===== src/design/nv_map.svh =====
// address map, field positions, reset values and timing counts of the eeprom controller
`ifndef NV_MAP_SVH
`define NV_MAP_SVH

// data-space addresses seen by the core
`define NV_WIN_LAST 8'h3F
`define NV_BANK_ADDR 8'hE8
`define NV_CTRL_ADDR 8'hEA

// control register fields
`define NV_EN_BIT 0
`define NV_BUSY_BIT 1
`define NV_PE_BIT 2
`define NV_PS_BIT 3
`define NV_TEST_LO 4
`define NV_TEST_HI 5
`define NV_SB_BIT 6
`define NV_CTRL_RESET 8'h00
`define NV_BANK_RESET 8'h00
`define NV_ABORT_DATA 8'h00

// array geometry
`define NV_BYTES 384
`define NV_ROW_BYTES 8

// programming time
`define NV_CLK_MHZ 200
`define NV_PROG_TIME_US 5000
`define NV_PROG_MAX_US 10000
`define NV_PROG_CYCLES (`NV_PROG_TIME_US * `NV_CLK_MHZ)

// host register offsets on apb
`define HOST_CMD_OFF 12'h000
`define HOST_STAT_OFF 12'h004
`define HOST_WR_BIT 16
`define HOST_PEND_BIT 8

`endif


===== src/design/nv_pkg.sv =====
// types shared by the eeprom controller and its host
package nv_pkg;
  `include "nv_map.svh"

  typedef struct packed {
    logic [7:0] bank;
    logic standby;
    logic ps;
    logic pe;
    logic en;
    logic busy;
    logic row_locked;
    logic [5:0] row;
    logic [7:0] mask;
    logic [63:0] latch;
    logic [7:0] rdata;
    logic rvalid;
  } nvc_state_t;

  typedef struct packed {
    logic run;
    logic [19:0] cnt;
    logic done;
  } timer_state_t;

  typedef enum logic [2:0] {
    H_IDLE,
    H_POLL,
    H_ACC_RD,
    H_DONE
  } host_fsm_t;

  typedef struct packed {
    host_fsm_t fsm;
    logic [7:0] addr;
    logic [7:0] data;
    logic is_wr;
    logic [7:0] tgt_addr;
    logic rd;
    logic wr;
    logic [7:0] rdata;
  } host_state_t;
endpackage


===== src/design/nv_bus_if.sv =====
// internal data bus between the core side and the eeprom controller
`timescale 1ns/1ps
`default_nettype none
interface nv_bus_if (
  input wire logic pclk
);
  logic [7:0] addr;
  logic [7:0] wdata;
  logic wr;
  logic rd;
  logic [7:0] rdata;
  logic rvalid;

  modport core (output addr, output wdata, output wr, output rd, input rdata, input rvalid);
  modport nvc (input addr, input wdata, input wr, input rd, output rdata, output rvalid);
endinterface
`default_nettype wire


===== src/design/nv_prog_timer.sv =====
// programming interval timer: one pulse when the interval ends
`timescale 1ns/1ps
`default_nettype none
`include "nv_map.svh"
module nv_prog_timer import nv_pkg::*; #(
  parameter int unsigned CYCLES = `NV_PROG_CYCLES
) (
  // clock and reset
  input wire logic pclk,
  input wire logic presetn,
  // control
  input wire logic start,
  output logic done
);
  timer_state_t t_q, t_d;

  always_comb begin
    t_d = t_q;
    t_d.done = 1'b0;
    if (start) begin
      t_d.run = 1'b1;
      t_d.cnt = 20'(CYCLES - 1);
    end else if (t_q.run) begin
      if (t_q.cnt == 20'h00000) begin
        t_d.run = 1'b0;
        t_d.done = 1'b1;
      end else begin
        t_d.cnt = t_q.cnt - 20'h00001;
      end
    end
  end

  always_ff @(posedge pclk or negedge presetn) begin
    if (!presetn) begin
      t_q <= '0;
    end else begin
      t_q <= t_d;
    end
  end

  assign done = t_q.done;
endmodule
`default_nettype wire


===== src/design/nv_ctrl_dev.sv =====
// paged data eeprom with byte and row write modes, device end of the core bus
`timescale 1ns/1ps
`default_nettype none
`include "nv_map.svh"
module nv_ctrl_dev import nv_pkg::*; #(
  parameter int unsigned PROG_CYCLES = `NV_PROG_CYCLES
) (
  // clock and reset
  input wire logic pclk,
  input wire logic presetn,
  // core bus
  nv_bus_if.nvc bus,
  // status towards the rest of the chip
  output logic nv_busy,
  output logic nv_standby
);
  nvc_state_t s_q, s_d;
  logic [7:0] mem [`NV_BYTES];
  logic prog_start;
  logic prog_done;
  logic in_win;
  logic page_ok;
  logic [2:0] page;
  logic [8:0] lin;
  logic [5:0] lane;
  logic ctrl_ps_ok;
  logic arr_ok;
  logic bank_wr;
  logic ctrl_wr;
  logic ctrl_rd;
  logic win_wr;
  logic win_rd;
  logic row_hit;
  logic pe_rise;
  logic pe_drop;
  logic [7:0] lane_bit;
  logic [7:0] lane_we;

  // bank decode: bits 7,1,0 belong to the eeprom, all others must be clear
  always_comb begin
    page_ok = (s_q.bank[1:0] != 2'b00) && (s_q.bank[6:2] == 5'b00000);
    page = (s_q.bank[7] ? 3'd3 : 3'd0) + {1'b0, s_q.bank[1:0]} - 3'd1;
  end

  assign in_win = (bus.addr <= `NV_WIN_LAST);
  assign lin = {page, bus.addr[5:0]};
  assign lane = {lin[2:0], 3'b000};
  assign ctrl_ps_ok = bus.wdata[`NV_PS_BIT] && bus.wdata[`NV_EN_BIT]
    && bus.wdata[`NV_PE_BIT] && s_q.pe;

  // the array answers only with a valid page, out of standby and while idle
  assign arr_ok = in_win && page_ok && !s_q.busy && !s_q.standby;
  assign bank_wr = bus.wr && (bus.addr == `NV_BANK_ADDR);
  // busy blocks every write to the register; a read shows only the busy flag, busy or not
  assign ctrl_wr = bus.wr && (bus.addr == `NV_CTRL_ADDR) && !s_q.busy;
  assign ctrl_rd = bus.rd && (bus.addr == `NV_CTRL_ADDR);
  assign win_wr = bus.wr && arr_ok && s_q.en;
  assign win_rd = bus.rd && arr_ok;
  // once locked, only the latched row may fill the latches
  assign row_hit = !s_q.row_locked || (lin[8:3] == s_q.row);
  assign pe_rise = bus.wdata[`NV_PE_BIT] && !s_q.pe;
  assign pe_drop = !bus.wdata[`NV_PE_BIT];
  assign lane_bit = 8'h01 << lin[2:0];

  // one commit enable per row byte; unwritten bytes keep their old value
  for (genvar i = 0; i < `NV_ROW_BYTES; i++) begin : g_lane
    assign lane_we[i] = prog_done && s_q.mask[i];
  end

  nv_prog_timer #(
    .CYCLES(PROG_CYCLES)
  ) u_timer (
    .pclk(pclk),
    .presetn(presetn),
    .start(prog_start),
    .done(prog_done)
  );

  always_comb begin
    s_d = s_q;
    s_d.rvalid = 1'b0;
    prog_start = 1'b0;

    // end of an interval frees the array and drops the row mode
    if (prog_done) begin
      s_d.busy = 1'b0;
      s_d.ps = 1'b0;
      s_d.pe = 1'b0;
      s_d.mask = 8'h00;
      s_d.row_locked = 1'b0;
    end

    // the bank register is write-only and always writable
    if (bank_wr) begin
      s_d.bank = bus.wdata;
    end

    if (ctrl_wr) begin
      s_d.en = bus.wdata[`NV_EN_BIT];
      s_d.standby = bus.wdata[`NV_SB_BIT];
      s_d.pe = bus.wdata[`NV_PE_BIT];
      if (pe_rise) begin
        s_d.mask = 8'h00;
        s_d.latch = '0;
        s_d.row_locked = 1'b0;
      end else if (pe_drop) begin
        // dropping enable before start throws the latches away
        s_d.mask = 8'h00;
        s_d.row_locked = 1'b0;
      end
      if (ctrl_ps_ok) begin
        s_d.ps = 1'b1;
        s_d.busy = 1'b1;
        prog_start = 1'b1;
      end
    end

    if (win_wr) begin
      if (s_q.pe) begin
        // row mode: fill volatile latches, a foreign row is dropped
        if (!s_q.ps && row_hit) begin
          s_d.row_locked = 1'b1;
          s_d.row = lin[8:3];
          s_d.latch[lane +: 8] = bus.wdata;
          s_d.mask = s_q.mask | lane_bit;
        end
      end else begin
        // byte mode reuses the latches with a single lane
        s_d.row = lin[8:3];
        s_d.latch[lane +: 8] = bus.wdata;
        s_d.mask = lane_bit;
        s_d.busy = 1'b1;
        prog_start = 1'b1;
      end
    end

    // every read is answered one cycle later; refused ones return the abort value
    if (bus.rd) begin
      s_d.rvalid = 1'b1;
      s_d.rdata = `NV_ABORT_DATA;
      if (ctrl_rd) begin
        s_d.rdata[`NV_BUSY_BIT] = s_q.busy;
      end else if (win_rd) begin
        s_d.rdata = mem[lin];
      end
    end
  end

  always_ff @(posedge pclk or negedge presetn) begin
    if (!presetn) begin
      s_q <= '0;
      s_q.bank <= `NV_BANK_RESET;
      {s_q.standby, s_q.ps, s_q.pe, s_q.en} <= 4'h0;
    end else begin
      s_q <= s_d;
    end
  end

  // the array has no reset; only lanes written since enable are programmed
  always_ff @(posedge pclk) begin
    if (prog_done) begin
      for (int i = 0; i < `NV_ROW_BYTES; i++) begin
        if (lane_we[i]) begin
          mem[{s_q.row, 3'(i)}] <= s_q.latch[i*8 +: 8];
        end
      end
    end
  end

  assign bus.rdata = s_q.rdata;
  assign bus.rvalid = s_q.rvalid;
  assign nv_busy = s_q.busy;
  assign nv_standby = s_q.standby;
endmodule
`default_nettype wire


===== src/flat_wrapper.sv =====
// flat-port wrapper written by rule: the top's interface ports become plain ports
module nv_ctrl_dev_flat import nv_pkg::*;
#(
  parameter int unsigned PROG_CYCLES = `NV_PROG_CYCLES
)
  (pclk, presetn, nv_busy, nv_standby, bus_addr, bus_wdata, bus_wr, bus_rd, bus_rdata, bus_rvalid);
  nv_bus_if bus_i (.pclk(pclk));
  input wire logic pclk;
  input wire logic presetn;
  output logic nv_busy;
  output logic nv_standby;
  input wire logic [$bits(bus_i.addr)-1:0] bus_addr;
  input wire logic [$bits(bus_i.wdata)-1:0] bus_wdata;
  input wire logic [$bits(bus_i.wr)-1:0] bus_wr;
  input wire logic [$bits(bus_i.rd)-1:0] bus_rd;
  output wire logic [$bits(bus_i.rdata)-1:0] bus_rdata;
  output wire logic [$bits(bus_i.rvalid)-1:0] bus_rvalid;
  assign bus_i.addr = bus_addr;
  assign bus_i.wdata = bus_wdata;
  assign bus_i.wr = bus_wr;
  assign bus_i.rd = bus_rd;
  assign bus_rdata = bus_i.rdata;
  assign bus_rvalid = bus_i.rvalid;
  nv_ctrl_dev #(.PROG_CYCLES(PROG_CYCLES)) u_core (.pclk(pclk), .presetn(presetn), .bus(bus_i), .nv_busy(nv_busy), .nv_standby(nv_standby));
endmodule

===== config.mk =====
export PLATFORM = sky130hd
export DESIGN_NAME = nv_ctrl_dev_flat
export DESIGN_NICKNAME = d
export VERILOG_FILES = /design/src/design/nv_pkg.sv /design/src/design/nv_bus_if.sv /design/src/design/nv_prog_timer.sv /design/src/design/nv_ctrl_dev.sv /design/src/flat_wrapper.sv
export VERILOG_INCLUDE_DIRS = /design/src /design/src/design
export SDC_FILE = /design/constraint.sdc
export NUM_CORES = 2
export LEC_CHECK = 0
export BUFFER_PORTS_ARGS = -buffer_cell sky130_fd_sc_hd__buf_2
export CAP_MARGIN = 20
export CORE_MARGIN = 2
export CORE_UTILIZATION = 40
export CTS_CLUSTER_SIZE = 28
export DETAILED_ROUTE_END_ITERATION = 12
export PLACE_DENSITY_LB_ADDON = 0.1
export SLEW_MARGIN = 25
export SYNTH_ARGS = -nofsm -noshare
export SYNTH_HDL_FRONTEND = slang
export SYNTH_SLANG_ARGS = --single-unit

===== constraint.sdc =====
create_clock -name pclk -period 6 [get_ports pclk]
set_input_delay 0.9 -clock pclk [delete_from_list [all_inputs] [get_ports pclk]]
set_output_delay 0.9 -clock pclk [all_outputs]
set_load 0.005 [all_outputs]

# Word-level counts from Yosys, hierarchy flattened
# Memory sizes are Yosys's and may differ from the RTL's.
# Index checks and enable logic that the tools add are counted.
dict set report word_totals {
  out_inout_bits 11
  n_memories 1
  input_bits 20
  wordCells 125
  ramBits 3072
  ff_bits 123
}
# name words width rd rd_ports_with_merged_regs wr line
set mem_list {}
lappend mem_list {u_core.mem 384 8 1 0 8 nv_ctrl_dev.sv:18} ;# logic [7:0] mem [`NV_BYTES];
dict set report op_classes {
  bitwise_logic 1
  shifts 3
  addsub 4
  n_lt_le_gt_ge 1
  mux 58
  n_reduce_logical 37
  eq_ne 5
}
# operator count
set op_table {}
lappend op_table {{$mux 80} 1}
lappend op_table {{$mux 79} 1}
lappend op_table {{$mux 78} 1}
lappend op_table {{$mux 72} 1}
lappend op_table {{$bwmux 64} 1}
lappend op_table {{$mux 64} 1}
lappend op_table {{$shift 8x8->64 const A} 1}
lappend op_table {{$shiftx 8x8->64} 1}
lappend op_table {{$mux 1} 40}
lappend op_table {{$mux 8} 4}
lappend op_table {{$logic_and 1x1->1} 24}
lappend op_table {{$mux 22} 1}
lappend op_table {{$mux 21} 1}
lappend op_table {{$logic_not 20->1} 1}
lappend op_table {{$mux 20} 1}
lappend op_table {{$sub 20x1->20 const B} 1}
lappend op_table {{$eq 8x8->1 const B} 2}
lappend op_table {{$le 8x6->1 const B} 1}
lappend op_table {{$neg 6->8} 1}
lappend op_table {{$or 8x8->8} 1}
lappend op_table {{$shl 1x3->8 const A} 1}
lappend op_table {{$eq 6x6->1} 1}
lappend op_table {{$mux 2} 3}
lappend op_table {{$mux 6} 1}
lappend op_table {{other kinds (10)} 17}

# Logic depth before layout (Yosys ltp)
dict set report logic_depth {
  ltp_word 10
  depth_mapped 15
}

# By module
# Synthesis repeated with hierarchy kept, for this count alone.
dict set report hier_totals {
  hier_cells 5998
  area_unflattened_um2 124744.6
}
# mod seq_area_each_um2 area_per_inst_um2 cells_per_inst n_inst
set by_module_without_submodules {}
lappend by_module_without_submodules {nv_ctrl_dev 94775.9 123508.5 5865 1}
lappend by_module_without_submodules {nv_prog_timer 550.5 1236.2 133 1}

# Least setup slack after synthesis
# No wires, ideal clock.
dict set report synth_timing {
  path_type {input to register}
  from {input port bus_addr[0]}
  to {register u_core.s_q[47] in the netlist's numbering}
  t_arrival_ns 4.107
  n_path_buf 7
  cell_stages 14
  required_time_ns 5.872
  path_slack_ns 1.765
  cell_sequence {buf_6 -> buf_6 -> buf_6 -> buf_6 -> buf_4 -> buf_4 -> inv_2 -> ha_1 -> ha_1 -> inv_1 -> or3_1 -> nor4b_2 -> buf_2 -> o21ai_0}
}
# element line
set synth_rtl {}
lappend synth_rtl {{from (decl)} flat_wrapper.sv:12} ;# input wire logic [$bits(bus_i.addr)-1:0] bus_addr;
lappend synth_rtl {{to (decl)} nv_ctrl_dev.sv:17} ;# nvc_state_t s_q, s_d;

# Final worst setup path
dict set report layout_timing {
  from {register u_core.s_q[94] in the netlist's numbering}
  to {register u_core.s_q (netlist bit u_core.bus.rdata[5])}
}
dict set report layout_via {
  elab_chain_cells 8
}
# element line
set layout_lines {}
lappend layout_lines {{parallel branches: the longest is 6 deep, another holds $mem_v2 384x8} -}
lappend layout_lines {{$mux 8 (*)} nv_ctrl_dev.sv:143} ;# end else if (win_rd) begin
lappend layout_lines {{$mux 6 (*)} nv_ctrl_dev.sv:141} ;# if (ctrl_rd) begin
# Every way passes the cells marked *.
# A chain may end at the register's enable or synchronous reset.

==> summary.txt <==
Global route
  – Total grt overflow: 0
  – Antenna violations before repair: 115
  – Pin count of the biggest net entering global routing: 74
  – First-pass GRT wire length: 650900 um
  – Vias in the first global route: 67380
  – Total Routing Usage GR: 31.17%

Synth
  – Adder and majority gate portion of the synthesized area: 0.1205%
  – EDFF count, synth: 3072
  – Synth Area in XOR/XNOR: 0.1888%
  – Count leader, synth: edfxtp_1
  – FFs w/ async S/R, synth: 3.850%
  – Top cells by count, synth: edfxtp_1, mux4_2, nor2_1, nand2_1, clkbuf_1
  – Post-synth top area share: 74.05%
  – Multiplexer share of the synthesized area: 16.40%
  – Compound-cell area share of the yosys netlist: 2.123%
  – Most used DFF post-synth: edfxtp_1
  – Synth area leader: edfxtp_1
  – Cells after synthesis: 5855
  – Mapped cell area: 124600 um2
  – Largest cells by area after synthesis: edfxtp_1, mux4_2, dfrtp_1
  – Sequential area share after synthesis: 76.52%
  – Mapped Avg Cell Area: 21.28 um2
  – YS warnings: 0
  – Simple-Gate Fraction of Synth Area: 3.032%
  – #FFs+latches synth: 3195
  – Library cells used by synthesis: 77
  – Main combinational cell family by area after synthesis: multiplexers
  – Mapped Nets: 5887

Run status
  – Status: complete, no violations

Routing
  – Routed WL per cell: 47.03 um
  – Remaining design rule violation count: 0
  – DRT antenna net count: 0
  – Vias per cell: 6.575
  – Via Count: 69430
  – Starting DRT DRC Count: 14650
  – DRT Pass-1 Iters: 6
  – Routed WL: 496700 um

Placement
  – Port Buf Inserts: 30
  – Placed cells: 9884
  – GP Congestion: 0.8795
  – DP HPWL: 288600 um

Clock network
  – Clock latency at the later pin of the worst-skew pair: 940 ps
  – Clock transition at path regs: 60 ps
  – Clk buf depth: 4
  – Clk sinks: 3195
  – Clock root cell: clkbuf_16
  – H-tree depth: 5
  – CTS tree: yes
  – CTS resizes: 0
  – Post-CTS Hold Fix Bufs: 0
  – Number of buffers created by CTS: 345
  – Post-CTS Setup Inserts: 0

Finish
  – Fin util: 45.82%
  – Area Overhead vs Synth: 13.78%
  – Fraction of layout cells with a size suffix above 1: 27.07%
  – # nets final: 6144
  – Finished Layout Cells: 10560
  – Area of the multi-input gates: 27530 um2
  – Reg area: 95570 um2
  – Fill cell count: 25980

STA
  – Slew Viols, Final: 0
  – Max_slew headroom: 16.88%
  – F_max: 212.8 MHz
  – Period minus WS final: 4699 ps
  – TNS Setup: 0 ps
  – Tcrit/Tclk final: 78.31%
  – Slew @ Worst Pin: 1247 ps
  – Final Hold Vio Count: 0
  – RSZ-0062 raised after global routing: false
  – Layout Skew: 58.06 ps
  – Final setup viols: 0

Worst hold path
  – Hold Path Class: input pin to asynchronous set/reset pin

Setup path
  – CP max FO: 8
  – Arr. time, crit path: 5480 ps
  – Crit Path Class: flop to flop
  – WP data required: 6780 ps
  – Nature of the critical path endpoint: flop
  – Type of origin of the critical path: flop

Floorplan
  – Ports: 31
  – # rows: 204
  – Starting Density: 40.27%
  – Die width: 562.1 um
  – Core area: 309400 um2
  – Die Y: 562.1 um
  – Die area: 315900 um2

Job
  – Max-cap violations: 0

Power and ir drop
  – P_leak: 35.95 nW
  – Total power draw: 46.75 mW
  – IR drop worst, VDD: 244.6 uV
  – Cell Pwr Density: 329.9 nW/um2
power by group:
part	switching (mW)	leakage [nW]	internal [mW]	total, mW
Sequential	0.0396	22.7	24.1	24.1
Combinational	1.02	7.88	0.453	1.48
Clock	9.04	5.38	12.1	21.1
per-stage QoR:
stage	hold slack (ps)	setup slack (ps)	instance area [um2]
2_1_floorplan	451.6	1765	124600
3_3_place_gp	490.4	540.0	130600
3_5_place_dp	496.9	825.3	130600
4_1_cts	26.32	1580	141600
5_1_grt	84.53	1434	141600
6_report	38.93	1301	141700
state kept, by name (all words and copies together) (netlist names):
register / flops
u_core.bus.rdata: 8
u_core.bus.rvalid: 1
u_core.mem: 3072
u_core.nv_busy: 1
u_core.nv_standby: 1
u_core.s_q: 90
u_core.u_timer.done: 1
u_core.u_timer.t_q: 21
worst max-delay path, cell delays in order, from the launching register on:
cell,delay (ps)
dfrtp_1,370
inv_1,70
ha_1,280
inv_1,50
ha_1,580
nor2_1,830
inv_1,470
nor3_1,670
nand3_1,340
a31oi_1,720
o2bb2ai_1,160
worst paths after layout:
kind / from / to / slack (ps) / cells past startpoint
min in group pclk: bus_rd / u_core.bus.rvalid / 310 / 1
worst max register to register: u_core.s_q[94] / u_core.bus.rdata[5] / 1300 / 10
worst max-delay path: u_core.s_q[94] / u_core.bus.rdata[5] / 1300 / 10
worst min-delay path: presetn / u_core.u_timer.t_q[21] / 40 / 1
worst min register to register: u_core.s_q[99] / u_core.s_q[99] / 510 / 1
max in group asynchronous: presetn / u_core.s_q[65] / 4610 / 2
cells in the final DEF (no fill, tap or decap), drive strengths merged, types with 33 or more instances in the layout:
cell type	count
inv	38
edfxtp	3072
clkbuf	433
nor2	438
dfrtp	123
nand3	33
a22oi	85
nand2	281
mux2i	121
a21oi	43
mux4	839
clkinv	147
diode	42
o21ai	98
buf	256
final cells by class:
class,instances,area share [%]
Multi-Input combinational cell,2292,19.43
Inverter,22,0.05826
Sequential cell,3195,67.43
Clock inverter,200,1.293
Tap cell,4120,3.637
Timing Repair Buffer,256,1.623
Clock buffer,433,6.464
Antenna cell,42,0.07415
logic make-up (layout without fill, tap and decap cells):
family,after synthesis,count (layout)
flip-flops,3195,3195
multiplexers,989,989
AND/OR/NAND/NOR,878,878
AO/OA/AOI/OAI,387,387
buffers and inverters,368,911
XOR/XNOR,26,26
adder cells (fa/ha/maj),12,12
other,0,42
metal layers:
metal  up-vias  track usage, %  share of wire, %
met3       911           7.545                12
met4        22           11.90               4.3
li1      24930               -                 -
met5         -               0             0.033
met1     37990           43.94                38
met2      5582           46.98                45
Power figures use the tool's default switching activity.
